[config.mk]
export PLATFORM = sky130hd
export DESIGN_NAME = fsc_fiber_sgmii_ctrl
export DESIGN_NICKNAME = d
export VERILOG_FILES = /design/src/fsc_pkg.sv /design/src/fsc_sync2.sv /design/src/fsc_fiber_sgmii_ctrl.sv
export SDC_FILE = /design/constraint.sdc
export NUM_CORES = 1
export LEC_CHECK = 0
export BUFFER_PORTS_ARGS = -buffer_cell sky130_fd_sc_hd__buf_4
export CAP_MARGIN = 10
export CORE_UTILIZATION = 56
export DETAILED_ROUTE_END_ITERATION = 7
export PLACE_DENSITY = 0.84
export SLEW_MARGIN = 20
export SYNTH_ARGS = -nofsm -noshare
export SYNTH_HDL_FRONTEND = slang
export SYNTH_SLANG_ARGS = --single-unit
[constraint.sdc]
create_clock -name mclk -period 3.15 [get_ports mclk]
set_clock_uncertainty 0.1 [all_clocks]
set_input_delay 0.1575 -clock mclk [delete_from_list [all_inputs] [get_ports mclk]]
set_output_delay 0.1575 -clock mclk [all_outputs]
set_load 0.03 [all_outputs]
[src/fsc_pkg.sv]
// package: register map, field layout and types of the fiber/SGMII control block
package fsc_pkg;

  // printed offsets are register indices; byte address is four times the index
  localparam logic [11:0] FSC_IDX_LINK_LOSS = 12'h1EC;
  localparam logic [11:0] FSC_IDX_FIBER_CONTROL = 12'hC00;
  localparam logic [11:0] FSC_IDX_FIBER_STATUS = 12'hC01;
  localparam logic [11:0] FSC_IDX_MODE_CFG = 12'hC10;
  localparam logic [13:0] FSC_ADDR_LINK_LOSS = {FSC_IDX_LINK_LOSS, 2'b00};
  localparam logic [13:0] FSC_ADDR_FIBER_CONTROL = {FSC_IDX_FIBER_CONTROL, 2'b00};
  localparam logic [13:0] FSC_ADDR_FIBER_STATUS = {FSC_IDX_FIBER_STATUS, 2'b00};
  localparam logic [13:0] FSC_ADDR_MODE_CFG = {FSC_IDX_MODE_CFG, 2'b00};

  localparam logic [15:0] FSC_RST_LINK_LOSS = 16'h1FFD;
  localparam logic [15:0] FSC_RST_FIBER_CONTROL = 16'h1140;
  localparam logic [15:0] FSC_RST_FIBER_STATUS = 16'h6149;
  localparam logic [15:0] FSC_STS_FIXED_MASK = 16'hFFDB;

  // register field positions
  localparam int FSC_B_LL_DIS = 0;
  localparam int FSC_B_RESET = 15;
  localparam int FSC_B_LOOP = 14;
  localparam int FSC_B_SPD_LO = 13;
  localparam int FSC_B_AN_EN = 12;
  localparam int FSC_B_PWRDN = 11;
  localparam int FSC_B_ISO = 10;
  localparam int FSC_B_AN_RST = 9;
  localparam int FSC_B_DUPLEX = 8;
  localparam int FSC_B_COLTEST = 7;
  localparam int FSC_B_SPD_HI = 6;
  localparam int FSC_B_STS_AN_DONE = 5;
  localparam int FSC_B_STS_LINK = 2;
  localparam int FSC_B_BRIDGE_DIR = 0;

  // countdown loaded on a soft reset request; fiber logic is held in reset for one cycle more than this
  localparam logic [3:0] FSC_SOFT_RST_CYCLES = 4'hF;
  // cycles after reset release before synchronised straps are valid
  localparam logic [1:0] FSC_STRAP_SETTLE = 2'h2;

  localparam logic [1:0] FSC_RESP_OKAY = 2'b00;
  localparam logic [1:0] FSC_RESP_SLVERR = 2'b10;

  typedef enum logic [1:0] {
    FSC_SPD_10 = 2'h0,
    FSC_SPD_100 = 2'h1,
    FSC_SPD_1000 = 2'h2,
    FSC_SPD_RSVD = 2'h3
  } fsc_speed_t;

  // boot-time configuration straps
  typedef struct packed {
    logic speedLow;
    logic speedHigh;
    logic autonegEnable;
  } fsc_strap_t;

  // controls driven towards the PCS and MAC interface
  typedef struct packed {
    logic fiberLogicReset;
    logic macSideLoopback;
    fsc_speed_t linkSpeed;
    logic autonegEnable;
    logic autonegRestart;
    logic serdesPowerDown;
    logic macIsolate;
    logic forcedDuplex;
    logic collisionTest;
    logic sgmiiForcedSpeedHigh;
    logic linkLossEnable;
    logic sgmiiToRgmiiBridge;
  } fsc_ctrl_t;

  // live PCS status
  typedef struct packed {
    logic linkUp;
    logic autonegDone;
    logic autonegBusy;
  } fsc_pcs_sts_t;

endpackage

[src/fsc_sync2.sv]
// module: two-flop synchroniser for a vector of pin levels
`timescale 1ns/100ps
`default_nettype none
module fsc_sync2 #(
  parameter int WIDTH = 1
) (
  input wire logic mclk,
  input wire logic rst_n,
  input wire logic [WIDTH-1:0] pinIn,
  output logic [WIDTH-1:0] syncOut
);

  typedef struct packed {
    logic [WIDTH-1:0] stage1;
    logic [WIDTH-1:0] stage2;
  } fsc_sync_state_t;

  fsc_sync_state_t state_q;
  fsc_sync_state_t state_d;

  always_comb begin
    state_d.stage1 = pinIn;
    state_d.stage2 = state_q.stage1;
  end

  always_ff @(posedge mclk) begin
    if (!rst_n) begin
      state_q <= '0;
    end else begin
      state_q <= state_d;
    end
  end

  assign syncOut = state_q.stage2;

endmodule
`default_nettype wire

[src/fsc_fiber_sgmii_ctrl.sv]
// module: fiber/SGMII control registers with AXI4-Lite slave
//
// Functional notes
// - link-loss action enabled when disable bit is 0; resets to 1
// - writing reset bit resets fiber logic; bit self-clears on completion
// - bit 14 enables MAC-side loopback in fiber and bridge modes
// - two-bit speed code from bits 13 and 6 selects 10/100/1000
// - both speed bits take their reset values from straps
// - bit 12 enables autonegotiation; reset value from strap
// - bit 11 powers down SGMII; it does not assert the fiber logic reset
// - bit 10 isolates the MAC interface
// - isolate ignored in SGMII-to-RGMII bridge direction
// - writing 1 to bit 9 restarts autonegotiation while bit 12 enables it; self-clears
// - bit 8 forces duplex, only in MII-to-100FX; resets full
// - collision test echoes transmit enable onto collision, except while bit 11 powers down
// - speed MSB forces SGMII speed only while autonegotiation is off
// - one register set shared by fiber, both bridges, media converter
// - bridge direction bit: 0 RGMII-to-SGMII, 1 SGMII-to-RGMII
`timescale 1ns/100ps
`default_nettype none
module fsc_fiber_sgmii_ctrl
  import fsc_pkg::*;
(
  input wire logic mclk,
  input wire logic rst_n,
  // AXI4-Lite slave
  input wire logic [13:0] s_axi_awaddr,
  input wire logic s_axi_awvalid,
  output logic s_axi_awready,
  input wire logic [31:0] s_axi_wdata,
  input wire logic [3:0] s_axi_wstrb,
  input wire logic s_axi_wvalid,
  output logic s_axi_wready,
  output logic [1:0] s_axi_bresp,
  output logic s_axi_bvalid,
  input wire logic s_axi_bready,
  input wire logic [13:0] s_axi_araddr,
  input wire logic s_axi_arvalid,
  output logic s_axi_arready,
  output logic [31:0] s_axi_rdata,
  output logic [1:0] s_axi_rresp,
  output logic s_axi_rvalid,
  input wire logic s_axi_rready,
  // straps and PCS side
  input wire fsc_strap_t strapPins,
  input wire fsc_pcs_sts_t pcsStatus,
  input wire logic miiFxMode,
  input wire logic macTxEnable,
  output fsc_ctrl_t ctrlOut,
  output logic duplexFull,
  output logic collisionOut
);

  // ****************************************************************
  // state
  // ****************************************************************
  typedef struct packed {
    logic strapLoaded;
    logic [1:0] strapWait;
    logic [15:0] linkLoss;
    logic [15:0] fxCtrl;
    logic bridgeDir;
    logic [3:0] softRstCnt;
    logic anRestartPulse;
    logic awTaken;
    logic [13:0] awAddr;
    logic wTaken;
    logic [31:0] wData;
    logic [3:0] wStrb;
    logic bValid;
    logic [1:0] bResp;
    logic rValid;
    logic [31:0] rData;
    logic [1:0] rResp;
    logic awRdy;
    logic wRdy;
    logic arRdy;
    fsc_ctrl_t ctrl;
    logic duplexFull;
    logic collision;
  } fsc_state_t;

  fsc_state_t state_q;
  fsc_state_t state_d;
  fsc_strap_t strapSync;
  fsc_pcs_sts_t pcsSync;
  logic [1:0] miscSync;

  // ****************************************************************
  // pin synchronisers
  // ****************************************************************
  fsc_sync2 #(.WIDTH($bits(fsc_strap_t))) u_strap_sync (
    .mclk(mclk),
    .rst_n(rst_n),
    .pinIn(strapPins),
    .syncOut(strapSync)
  );

  fsc_sync2 #(.WIDTH($bits(fsc_pcs_sts_t))) u_pcs_sync (
    .mclk(mclk),
    .rst_n(rst_n),
    .pinIn(pcsStatus),
    .syncOut(pcsSync)
  );

  fsc_sync2 #(.WIDTH(2)) u_misc_sync (
    .mclk(mclk),
    .rst_n(rst_n),
    .pinIn({miiFxMode, macTxEnable}),
    .syncOut(miscSync)
  );

  // ****************************************************************
  // next state
  // ****************************************************************
  always_comb begin
    logic [15:0] wVal;
    logic [15:0] stsVal;
    logic doWrite;
    logic doRead;
    logic anActive;
    logic rstStart;
    wVal = 16'h0000;
    stsVal = 16'h0000;
    doWrite = 1'b0;
    doRead = 1'b0;
    anActive = 1'b0;
    rstStart = 1'b0;
    state_d = state_q;
    state_d.anRestartPulse = 1'b0;

    // strap capture
    // synchroniser is cleared by reset: wait until it shows the pins
    // before taking the strapped bits, once per reset
    if (!state_q.strapLoaded) begin
      if (state_q.strapWait == FSC_STRAP_SETTLE) begin
        state_d.strapLoaded = 1'b1;
        state_d.fxCtrl[FSC_B_SPD_LO] = strapSync.speedLow;
        state_d.fxCtrl[FSC_B_SPD_HI] = strapSync.speedHigh;
        state_d.fxCtrl[FSC_B_AN_EN] = strapSync.autonegEnable;
      end else begin
        state_d.strapWait = state_q.strapWait + 2'h1;
      end
    end

    // AXI write channels, accepted in either order
    if (s_axi_awvalid && s_axi_awready) begin
      state_d.awTaken = 1'b1;
      state_d.awAddr = s_axi_awaddr;
    end
    if (s_axi_wvalid && s_axi_wready) begin
      state_d.wTaken = 1'b1;
      state_d.wData = s_axi_wdata;
      state_d.wStrb = s_axi_wstrb;
    end
    doWrite = state_q.awTaken && state_q.wTaken && !state_q.bValid;
    if (s_axi_bvalid && s_axi_bready) begin
      state_d.bValid = 1'b0;
    end

    if (doWrite) begin
      state_d.awTaken = 1'b0;
      state_d.wTaken = 1'b0;
      state_d.bValid = 1'b1;
      state_d.bResp = FSC_RESP_OKAY;
      wVal = state_q.wData[15:0];
      case ({state_q.awAddr[13:2], 2'b00})
        FSC_ADDR_LINK_LOSS: begin
          // link-loss disable
          // reserved bits are stored as written
          if (state_q.wStrb[0]) begin
            state_d.linkLoss[7:0] = wVal[7:0];
          end
          if (state_q.wStrb[1]) begin
            state_d.linkLoss[15:8] = wVal[15:8];
          end
        end
        FSC_ADDR_FIBER_CONTROL: begin
          if (state_q.wStrb[0]) begin
            state_d.fxCtrl[7:0] = wVal[7:0];
          end
          if (state_q.wStrb[1]) begin
            state_d.fxCtrl[15:8] = wVal[15:8];
            state_d.anRestartPulse = wVal[FSC_B_AN_RST];
            // soft reset start
            // a new request reloads the count even mid-reset
            if (wVal[FSC_B_RESET]) begin
              state_d.softRstCnt = FSC_SOFT_RST_CYCLES;
              rstStart = 1'b1;
            end
          end
        end
        FSC_ADDR_FIBER_STATUS: begin
          state_d.bResp = FSC_RESP_SLVERR;
        end
        FSC_ADDR_MODE_CFG: begin
          if (state_q.wStrb[0]) begin
            state_d.bridgeDir = wVal[FSC_B_BRIDGE_DIR];
          end
        end
        default: begin
          state_d.bResp = FSC_RESP_SLVERR;
        end
      endcase
    end

    // soft reset countdown and self-clear
    // count stands still in the cycle that loads it
    if (!rstStart) begin
      if (state_q.softRstCnt != 4'h0) begin
        state_d.softRstCnt = state_q.softRstCnt - 4'h1;
      end else begin
        state_d.fxCtrl[FSC_B_RESET] = 1'b0;
      end
    end
    if (state_q.anRestartPulse) begin
      state_d.fxCtrl[FSC_B_AN_RST] = 1'b0;
    end

    // status view: fixed bits plus live link and autoneg state
    stsVal = FSC_RST_FIBER_STATUS & FSC_STS_FIXED_MASK;
    stsVal[FSC_B_STS_LINK] = pcsSync.linkUp;
    stsVal[FSC_B_STS_AN_DONE] = pcsSync.autonegDone;

    // AXI read channel
    doRead = s_axi_arvalid && s_axi_arready;
    if (s_axi_rvalid && s_axi_rready) begin
      state_d.rValid = 1'b0;
    end
    if (doRead) begin
      state_d.rValid = 1'b1;
      state_d.rResp = FSC_RESP_OKAY;
      // low address bits ignored: every register is one aligned word
      case ({s_axi_araddr[13:2], 2'b00})
        FSC_ADDR_LINK_LOSS: begin
          state_d.rData = {16'h0000, state_q.linkLoss};
        end
        FSC_ADDR_FIBER_CONTROL: begin
          state_d.rData = {16'h0000, state_q.fxCtrl};
        end
        FSC_ADDR_FIBER_STATUS: begin
          state_d.rData = {16'h0000, stsVal};
        end
        FSC_ADDR_MODE_CFG: begin
          state_d.rData = {31'h00000000, state_q.bridgeDir};
        end
        default: begin
          state_d.rData = 32'h00000000;
          state_d.rResp = FSC_RESP_SLVERR;
        end
      endcase
    end

    // ****************************************************************
    // controls towards PCS and MAC interface
    // ****************************************************************
    anActive = state_q.fxCtrl[FSC_B_AN_EN];
    state_d.ctrl.fiberLogicReset = state_q.fxCtrl[FSC_B_RESET] || (state_q.softRstCnt != 4'h0);
    state_d.ctrl.macSideLoopback = state_q.fxCtrl[FSC_B_LOOP];
    state_d.ctrl.linkSpeed = fsc_speed_t'({state_q.fxCtrl[FSC_B_SPD_HI],
                                          state_q.fxCtrl[FSC_B_SPD_LO]});
    state_d.ctrl.autonegEnable = anActive;
    state_d.ctrl.autonegRestart = state_q.anRestartPulse && anActive;
    state_d.ctrl.serdesPowerDown = state_q.fxCtrl[FSC_B_PWRDN];
    state_d.ctrl.macIsolate = state_q.fxCtrl[FSC_B_ISO] && !state_q.bridgeDir;
    state_d.ctrl.forcedDuplex = state_q.fxCtrl[FSC_B_DUPLEX];
    state_d.ctrl.collisionTest = state_q.fxCtrl[FSC_B_COLTEST];
    state_d.ctrl.sgmiiForcedSpeedHigh = state_q.fxCtrl[FSC_B_SPD_HI] && !anActive;
    // link loss enabled when bit is 0
    state_d.ctrl.linkLossEnable = !state_q.linkLoss[FSC_B_LL_DIS];
    state_d.ctrl.sgmiiToRgmiiBridge = state_q.bridgeDir;
    state_d.duplexFull = miscSync[1] ? state_q.fxCtrl[FSC_B_DUPLEX] : 1'b1;
    state_d.collision = state_q.fxCtrl[FSC_B_COLTEST] && miscSync[0] &&
                        !state_q.fxCtrl[FSC_B_PWRDN];

    // readies registered from the next state, so each port is a flop
    // and still drops in the same cycle as the combined form would
    state_d.awRdy = !state_d.awTaken && !state_d.bValid;
    state_d.wRdy = !state_d.wTaken && !state_d.bValid;
    state_d.arRdy = !state_d.rValid;
  end

  // ****************************************************************
  // registers
  // ****************************************************************
  always_ff @(posedge mclk) begin
    if (!rst_n) begin
      state_q <= '0;
      state_q.linkLoss <= FSC_RST_LINK_LOSS;
      state_q.fxCtrl <= FSC_RST_FIBER_CONTROL;
      state_q.ctrl.forcedDuplex <= 1'b1;
      state_q.ctrl.linkLossEnable <= 1'b0;
      state_q.duplexFull <= 1'b1;
      state_q.awRdy <= 1'b1;
      state_q.wRdy <= 1'b1;
      state_q.arRdy <= 1'b1;
    end else begin
      state_q <= state_d;
    end
  end

  // ****************************************************************
  // outputs
  // ****************************************************************
  assign s_axi_awready = state_q.awRdy;
  assign s_axi_wready = state_q.wRdy;
  assign s_axi_bvalid = state_q.bValid;
  assign s_axi_bresp = state_q.bResp;
  assign s_axi_arready = state_q.arRdy;
  assign s_axi_rvalid = state_q.rValid;
  assign s_axi_rdata = state_q.rData;
  assign s_axi_rresp = state_q.rResp;
  assign ctrlOut = state_q.ctrl;
  assign duplexFull = state_q.duplexFull;
  assign collisionOut = state_q.collision;

endmodule
`default_nettype wire

==> results of run 1 <==
## layer usage
layer | vias up | share of wire, % | GRT usage (%)
met5 | - | 0 | 0
met4 | 0 | 1.2 | 9.76
met3 | 15 | 7.3 | 6.30
met2 | 207 | 50 | 46.3
met1 | 2074 | 42 | 34.2
li1 | 2107 | - | -
## final cells by class
class                           instances  area, um^2
Clock buffer                           22         473
Clock inverter                         10         208
Fill cell                             571        2120
Inverter                                9        33.8
Multi-Input combinational cell        377        2210
Sequential cell                       125        2500
Tap cell                              108         135
Timing Repair Buffer                  141        1160
## synthesized netlist by cell type (4+ instances only)
cell,instances,area share [%]
dfxtp_1,125,48
nand2_1,95,6.9
buf_4,49,7.1
a21boi_0,44,6.4
nand3_1,42,4.0
o21ai_0,30,2.9
and2_1,27,3.2
clkbuf_1,23,1.7
o21ai_1,15,1.4
a22oi_1,9,1.3
inv_1,9,0.65
nor2_1,9,0.65
a221oi_1,7,1.2
a21boi_1,5,0.72
buf_2,5,0.48
nor2b_1,5,0.60
a21oi_1,4,0.38
a22oi_2,4,0.96
nand2b_1,4,0.48
nand3b_1,4,0.58
nor3_1,4,0.38
nor4_1,4,0.48
## registers in the layout (all words and copies together) (netlist names), 2 cells and up
register / cells
state_q: 65
s_axi_rdata: 16
ctrlOut: 13
state_d: 8
u_strap_sync.state_d: 3
u_strap_sync.syncOut: 3
u_misc_sync.state_d: 2
u_misc_sync.syncOut: 2
u_pcs_sync.state_d: 2
u_pcs_sync.syncOut: 2
## critical path: cells and delay by family, from the launching register on
kind            cells  cell delay, ps
compound gates      1             290
flops               1             310
simple gates        3            1360
## through the flow
stage | cells | total power [mW] | hold slack, ps | util [%] | cell area [um^2]
final | 792 | 4.51 | 27.9 | 76.0 | 6730
after CTS | 792 | 4.50 | 16.0 | 76.0 | 6730
after floorplan | 592 | 2.15 | 185 | - | 5270
after global placement | 718 | 2.25 | 267 | 63.6 | 5630
after detailed placement | 718 | 2.27 | 268 | 63.6 | 5630
after global routing | 792 | 4.66 | 49.9 | 76.0 | 6730
## path summary, 6_finish.rpt
check,start,end,slack [ps],depth (start not counted)
worst min register to register,u_misc_sync.syncOut[1],duplexFull,290,1
worst max register to register,state_q[104],state_q[142],940,4
worst max-delay path,state_q[104],state_q[142],940,4
worst min-delay path,s_axi_araddr[6],s_axi_rdata[0],30,5
## report_power, final
part / switching [mW] / internal, mW
Clock: 0.680 / 1.53
Combinational: 0.294 / 0.254
Sequential: 0.0661 / 1.68
Total: 1.04 / 3.47
## kinds of logic after synthesis
| family | share of synthesized area (%) |
|---|---|
| compound gates | 17.0 |
| xor+xnor | 0.337 |
| fa+ha+maj | 0.481 |
| buf+inv | 10.6 |
| flops | 48.1 |
| mux | 1.01 |
| other cells | 0.0721 |
| simple gates | 22.4 |
==> run metrics, run 1 <==
status finished, violations left; failing checks DRC; Crit. End Element register; Setup Slack @ Placement 880 ps; Yosys reg bits 125; DRC Markers 10; WP data required 3420 ps; WL/cell 16.0 um; Iteration-0 DRC Markers 317; nets 752; clock sink count 125; CP max FO 16; sequential share of the synthesized area 48.1%; hpwl dp 7640 um; number of synthesized flops with an enable pin 0; commonest non-fill, non-tap cell in the layout dfxtp_1; power per cell area 670 mW/mm^2; clock root cell clkbuf_8; grt ovf 0; TritonCTS clock tree done; worst slew pin tran 910 ps; die width 98.4 um; clk_lat worst skew 510 ps; die area 0.00968 mm^2; share of layout cells above drive strength 1 22.2%; # setup viols final 0; site row count 34; period utilisation layout 70.0%; Final TNS setup 0 ps; number of global-route vias before repair 4249; CP peak stage delay 790 ps; routability cong. 0.815; CORE AREA 0.00885 mm^2; critical path class reg2reg; Final Max Slew Viols 0; synthesis warning total 0; # diodes 0; Max Root-Sink Buffers 2; Distinct cells, synth 54; post-layout min period 2210 ps; Max-Cap Viols 0; Worst Setup Start Kind register; antenna violations before repair 0; HP Class in2reg; Worst VDD drop 0.394 mV; Detailed Routing Iterations Pass 1 8; FMAX 453 MHz; ys async rst share 0%; ANT nets after route 0; Post-CTS Setup Bufs 0; Leakage 2.68 nW; vias after detailed routing 4403; largest net degree at the start of global routing 60; first-pass GRT wire length 20700 um; # port buffers 93; Worst slew margin 38.8%; # IOs 135; Syn Std Cell Area 0.00520 mm^2; Cells after Synth 575; leading cell types in the layout, fill and taps excluded dfxtp_1 (125), buf_4 (99), nand2_1 (95); Synth Flop Type dfxtp_1; Die Y-Extent 98.4 um; area growth from synthesis to layout 29.3%; Total GRT Usage 27.4%; Slowest-stage cell, CP or4_1; crit path cell chain or3_1 -> or4_1 -> o21ai_0 -> nand3_1; Initial Util 58.8%; RSZ-0062 raised after global routing no; CTS H-Tree Depth 4; Via density 5.56; smallest setup slack after layout 943 ps; Worst-path clk slew 60 ps; Post-CTS Hold Buffers 42; Post-CTS Resized 0; Final Hold Violating Endpoints 0; Num CTS Buffers 17; Synth Area per Inst 9.05 um^2; WL final 12700 um; Arr. time, crit path 2480 ps
(Power assumes the default switching activity.)
==> run 2, diff against run 1 <==
--- a/config.mk
+++ b/config.mk
@@ -7,9 +7,9 @@
 export LEC_CHECK = 0
 export BUFFER_PORTS_ARGS = -buffer_cell sky130_fd_sc_hd__buf_4
 export CAP_MARGIN = 10
-export CORE_UTILIZATION = 56
+export CORE_UTILIZATION = 53
 export DETAILED_ROUTE_END_ITERATION = 7
-export PLACE_DENSITY = 0.84
+export PLACE_DENSITY = 0.8
 export SLEW_MARGIN = 20
 export SYNTH_ARGS = -nofsm -noshare
 export SYNTH_HDL_FRONTEND = slang
==> constraint.sdc (replaced) <==
create_clock -name mclk -period 2.1 [get_ports mclk]
set_clock_uncertainty 0.1 [all_clocks]
set_input_delay 0.105 -clock mclk [delete_from_list [all_inputs] [get_ports mclk]]
set_output_delay 0.105 -clock mclk [all_outputs]
set_load 0.03 [all_outputs]
==> run 2 against run 1 <==
Against the previous run: the flow now finishes without violations; core utilization decreased by 3.8 points; combinational power increased by 53%; flip-flop and latch count unchanged; critical path depth decreased by 1; clock power increased by 22%; die area increased by 5.5%; highest routed layer unchanged; via count decreased by 1.3%; worst hold slack improved by 6.1 ps.
==> run metrics, run 2 (same netlist as run 1, synthesis figures left out) <==
critical path class reg2reg; number of global-route vias before repair 4341 (+2.2%); sequential share of power 42.6% (+3.8 points); period utilisation layout 99.6% (+30 points); FMAX 478 MHz (+5.5%); NetSw 1.62 mW (+55%); worst slew pin tran 695 ps (-215 ps); CTS H-Tree Depth 4 (unchanged); vias after detailed routing 4346 (-1.3%); Cell Area, Placed 0.00575 mm^2 (+2.2%); Final Max Slew Viols 0 (unchanged); leading cell types in the layout, fill and taps excluded dfxtp_1 (124), buf_4 (109), nand2_1 (95); crit path cell chain or4b_4 -> or4_4 -> o311a_1; crit path from state_q[97]; Total GRT Usage 25.9% (-1.4 points); Crit. End Element register; nets 766 (+1.9%); # diodes 0 (unchanged); Post-CTS Setup Bufs 0 (unchanged); antenna violations before repair 0 (unchanged); power per cell area 912 mW/mm^2 (+36%); Util after Layout 72.2% (-3.8 points); Iteration-0 DRC Markers 205 (-35%); clock share of power 43.8% (-5.2 points); HP Class in2reg; Comb power frac 13.6% (+1.4 points); WP data required 2400 ps (-1020 ps); DRC Markers 0 (-10); Initial Util 55.5% (-3.3 points); Final Hold Violating Endpoints 0 (unchanged); clock root cell clkbuf_8; area growth from synthesis to layout 30.0%; Internal 4.55 mW (+31%); Slowest-stage cell, CP or4_4; Max Root-Sink Buffers 2 (unchanged); # setup viols final 0 (unchanged); CORE AREA 0.00937 mm^2 (+5.9%); min-delay src s_axi_araddr[11]; number of cells on the worst hold path 5 (unchanged); clock sink count 125 (unchanged); Top reg by flops state_q; critical path depth 3 (-1); reg2reg setup slack 8 ps (-940 ps); WL final 12400 um (-2.4%); status finished, final reports clean; share of layout cells above drive strength 1 23.8% (+1.6 points); TritonCTS clock tree done; Num CTS Buffers 17 (unchanged); Worst-path clk slew 60 ps (about the same); site row count 35 (+2.9%); Max-Cap Viols 0 (unchanged); CP peak stage delay 650 ps (-140 ps); Detailed Routing Iterations Pass 1 5 (-3); final instance area 0.00676 mm^2 (+0.56%); die area 0.0102 mm^2 (+5.5%); commonest non-fill, non-tap cell in the layout dfxtp_1; clk_lat worst skew 520 ps (about the same); # port buffers 93 (unchanged); Worst Setup Start Kind register; hpwl dp 7810 um (+2.3%); Fill cells 699 (+22%); Worst VDD drop 0.673 mV (+71%); ANT nets after route 0 (unchanged); Die Y-Extent 101 um (+2.7%); Arr. time, crit path 2390 ps (-90 ps); Worst slew margin 53.7% (+15 points); switching share of power 26.2% (+3.1 points); grt ovf 0 (unchanged); CP max FO 17 (+1); largest net degree at the start of global routing 105 (+75%); Hold Slack 34.0 ps (+6.11 ps); Top delay family on crit path simple AND/OR/NAND/NOR gates; post-layout min period 2090 ps (-114 ps); # IOs 135 (unchanged); Leakage 2.70 nW (+0.55%); first-pass GRT wire length 20300 um (-1.6%); Via density 5.26 (-5.5%); Buf/Inv on CP 0 (unchanged); worst reg2reg path depth 3 (-1); Largest register FFs 65 (unchanged); routability cong. 0.791 (-3.0%); die width 101 um (+2.7%); WL/cell 15.0 um (-6.6%); RSZ-0062 raised after global routing yes; reg2reg start state_q[97]
-- run 2: cell count changes in the layout (fill, tap and decap cells not counted), sizes merged --
cell         change
clkinvlp         +1
bufinv           -5
buf             +11
dlygate4sd3      +3
clkbuf           -3
clkinv           +7
-- run 2: routing by layer --
metal  wire length (um)  part of all wire (%)  vias to the layer above  GRT usage [%]
li1                   -                     -                     2133              -
met1               5220                    42                     2019           30.7
met2               6140                    50                      175           46.0
met3                819                   6.6                       19           6.10
met4                188                   1.5                        0           8.58
met5                  0                     0                        -              0
-- run 2: worst register-to-register path, stage by stage, from the launching register on --
cell,delay (ps)
dfxtp_1,320
or4b_4,560
or4_4,650
o311a_1,350
-- run 2: path summary, 6_finish.rpt --
| kind | end |
|---|---|
| worst max-delay path | state_d[11] |
| worst min register to register | duplexFull |
| worst min-delay path | s_axi_rdata[0] |
| worst max register to register | state_d[11] |
-- run 2: power groups by stage --
stage               registers [mW]  clock network, mW  logic [mW]
CTS                           2.62               2.72       0.833
global placement              2.66                  0       0.716
global route                  2.65               2.85       0.933
floorplan                     2.66                  0       0.567
finish                        2.63               2.70       0.841
detailed placement            2.67                  0       0.755
-- run 2: timing repair --
item | in CTS | in global routing
hold endpoints to repair | 61 | 0
setup endpoints to repair | 0 | 14
gates resized for setup | 0 | 4
hold buffers | 45 | 0
-- run 2: final cells by class --
class	instances	area, um^2	area share [%]
Clock inverter	13	119	1.76
Multi-Input combinational cell	377	2220	32.8
Inverter	9	33.8	0.499
Tap cell	129	161	2.39
Timing Repair Buffer	155	1290	19.1
Clock buffer	19	442	6.53
Sequential cell	125	2500	37.0
-- run 2: stage by stage --
| step | worst slack, ps | std cells | total power, mW | TNS [ps] |
|---|---|---|---|---|
| floorplan | 101 | 592 | 3.23 | 0 |
| global placement | 66.5 | 750 | 3.38 | 0 |
| detailed placement | 25.7 | 750 | 3.43 | 0 |
| CTS | 7.62 | 827 | 6.17 | 0 |
| global route | -7.09 | 827 | 6.43 | -22.4 |
| finish | 7.60 | 827 | 6.17 | 0 |
==> run 3, diff against run 2 <==
--- a/config.mk
+++ b/config.mk
@@ -5,6 +5,7 @@
 export SDC_FILE = /design/constraint.sdc
 export NUM_CORES = 1
 export LEC_CHECK = 0
+export ABC_AREA = 1
 export BUFFER_PORTS_ARGS = -buffer_cell sky130_fd_sc_hd__buf_4
 export CAP_MARGIN = 10
 export CORE_UTILIZATION = 53
==> run 3 against run 2 <==
Against the previous run: non-clock buffer count is 13 lower; fmax is 4.9% higher; worst hold slack worse by 13 ps; combinational power is 6.1% higher; routed wire length is 3.1% lower; register-to-register slack better by 430 ps; core utilization is 0.28 points higher; total power is 8.6% higher; critical path type is now in2reg; highest routed layer unchanged.
==> run metrics, run 3 <==
Min-Delay Endpoint s_axi_rresp[1]; Die Y-Extent 101 um (+0.20%); critical path class in2reg; Syn Std Cell Area 0.00522 mm^2 (+0.41%); ANT nets after route 0 (unchanged); CORE AREA 0.00937 mm^2 (unchanged); Setup Slack @ Placement 470 ps (+444 ps); Worst-path clk slew 60 ps (about the same); share of layout cells above drive strength 1 21.6% (-2.1 points); period utilisation layout 95.0% (-4.7 points); Synth Area per Inst 8.03 um^2 (-11%); site row count 35 (unchanged); WP data required 2420 ps (+20 ps); ys async rst share 0% (unchanged); grt ovf 0 (unchanged); HP Class in2reg; power per cell area 986 mW/mm^2 (+8.2%); area growth from synthesis to layout 30.0% (about the same); routability cong. 0.809 (+2.3%); Total GRT Usage 24.8% (-1.2 points); min-delay src s_axi_araddr[7]; number of global-route vias before repair 4223 (-2.7%); Max Root-Sink Buffers 2 (unchanged); post-layout min period 1990 ps (-98.4 ps); smallest setup slack after layout 106 ps (+98.4 ps); Cells after Synth 650 (+13%); CP dominant cell by count dlygate4sd3_1; # setup viols final 0 (unchanged); Worst Setup Start Kind input port; reg2reg start s_axi_arready; Area contributors post-synth dfxtp_1 (48%), buf_4 (7.3%), nand2_1 (6.7%); Comb power frac 13.3% (-0.3 points); worst slew pin tran 769 ps (+73.9 ps); Final TNS setup 0 ps (unchanged); clk_lat worst skew 520 ps (about the same); DRC Markers 0 (unchanged); dpl cells 821 (+9.5%); number of synthesized flops with an enable pin 0 (unchanged); Synth top area share 47.9% (-0.20 points); first-pass GRT wire length 19400 um (-4.7%); Via density 4.95 (-5.9%); Post-CTS Resized 0 (unchanged); worst reg2reg path depth 5 (+2); # port buffers 93 (unchanged); NetSw 1.67 mW (+3.1%); sequential share of the synthesized area 47.9% (-0.20 points); leading cell types in the layout, fill and taps excluded dfxtp_1 (125), buf_4 (98), nand2_1 (93); Largest register FFs 65 (unchanged); # IOs 135 (unchanged); Post-CTS Hold Buffers 43 (-4.4%); clock root cell clkbuf_8; Pwr Total 6.70 mW (+8.6%); Final Hold Violating Endpoints 0 (unchanged); Num CTS Buffers 17 (unchanged); synthesis warning total 0 (unchanged); Worst VDD drop 0.542 mV (-19%); Detailed Routing Iterations Pass 1 5 (unchanged); Worst slew margin 48.4% (-5.2 points); switching share of power 24.9% (-1.3 points); # diodes 0 (unchanged); Cell Area, Placed 0.00571 mm^2 (-0.59%); Final Max Slew Viols 0 (unchanged); nets 835 (+9.0%); RSZ-0062 raised after global routing no; sequential share of power 39.6% (-3.0 points); Post-CTS Setup Bufs 0 (unchanged); cell with the most instances after synthesis dfxtp_1; fin cells 896 (+8.3%); Yosys reg bits 125 (unchanged); status finished, final reports clean; leading area contributor after synthesis dfxtp_1; antenna violations before repair 0 (unchanged); CP max FO 6 (-11); crit path cell chain dlygate4sd3_1 -> buf_4 -> nor3_4 -> dlygate4sd3_1 -> nand4_1 -> nand3_1 -> nand2_1 -> a21oi_1; largest net degree at the start of global routing 77 (-27%); Slowest-stage cell, CP dlygate4sd3_1; worst r2r dst s_axi_rdata[9]; Leakage 3.17 nW (+18%); TritonCTS clock tree done; Max-Cap Viols 0 (unchanged); Internal 5.03 mW (+11%); clock sink count 125 (unchanged); CP peak stage delay 760 ps (+110 ps); hpwl dp 7410 um (-5.2%); Arr. time, crit path 2320 ps (-70 ps); Top reg by flops state_q; number of cells on the worst hold path 7 (+2); die area 0.0103 mm^2 (+0.40%); Distinct cells, synth 35 (-35%); most frequent cells after synthesis dfxtp_1 (125), nand2_1 (93), inv_1 (85); CTS H-Tree Depth 4 (unchanged); vias after detailed routing 4431 (+2.0%); FMAX 501 MHz (+4.9%); clock share of power 47.1% (+3.3 points); Iteration-0 DRC Markers 260 (+27%); Synth Flop Type dfxtp_1; commonest non-fill, non-tap cell in the layout dfxtp_1; reg2reg setup slack 440 ps (+430 ps); Initial Util 55.7% (+0.23 points); WL/cell 13.4 um (-11%); Crit. End Element register; WL final 12000 um (-3.1%); final instance area 0.00679 mm^2 (+0.39%); die width 101 um (+0.20%)
run 3: cell count changes after synthesis, sizes merged, moves of 13 or more:
cell / change
and2: -28
a22oi: -13
nor2: +71
o211ai: +17
a21boi: -49
a21oi: +42
a211oi: +14
inv: +79
run 3: critical path, delay by kind of cell:
family	cells	cell delay, ps
buffers and inverters	3	1450
AND/OR/NAND/NOR	4	640
AO/OA/AOI/OAI	1	130
run 3: stage by stage:
step	util (%)	hold slack (ps)
after floorplan	-	103
after global placement	61.0	188
after detailed placement	61.0	192
after CTS	72.5	2.84
after global routing	72.5	63.5
final	72.5	20.9
run 3: power groups by stage:
stage / Sequential [mW] / Combinational [mW] / Clock (mW)
floorplan: 2.68 / 0.619 / 0
global placement: 2.68 / 0.772 / 0
finish: 2.65 / 0.892 / 3.16
CTS: 2.65 / 0.887 / 3.18
detailed placement: 2.69 / 0.805 / 0
global route: 2.66 / 0.998 / 3.29
run 3: how the worst max path moves through the flow:
stage	start	endpoint	cells after the start
3_3_place_gp	rst_n	s_axi_arready	5
2_1_floorplan	s_axi_bvalid	state_q[138]	7
5_1_grt	s_axi_araddr[11]	s_axi_rdata[2]	8
4_1_cts	s_axi_araddr[11]	s_axi_rdata[5]	8
6_report	s_axi_araddr[11]	s_axi_rdata[5]	8
3_5_place_dp	rst_n	state_q[145]	4
run 3: area by class of cell:
type / count / area [um^2]
clock buffers: 21 / 459
clock inverters: 11 / 188
fillers: 686 / 2580
inverters: 90 / 338
multi-input cells: 378 / 1960
flip-flops and latches: 125 / 2500
well taps: 129 / 161
repair buffers: 142 / 1190
run 3: cell families (layout without fill, tap and decap cells):
family / after synthesis / in the layout / synth area share, %
AO/OA/AOI/OAI: 126 / 126 / 14.9
XOR/XNOR: 1 / 1 / 0.168
adder cells (fa/ha/maj): 2 / 2 / 0.479
buffers and inverters: 164 / 264 / 15.9
flip-flops: 125 / 125 / 47.9
other: 1 / 18 / 0.0718
AND/OR/NAND/NOR: 231 / 231 / 20.6
run 3: per-layer routing:
layer / GRT usage [%] / part of all wire, % / vias up
met5: 0 / 0 / -
met4: 10.1 / 1.9 / 0
met3: 6.83 / 6.0 / 21
met2: 42.2 / 49 / 164
met1: 29.5 / 43 / 2016
li1: - / - / 2230
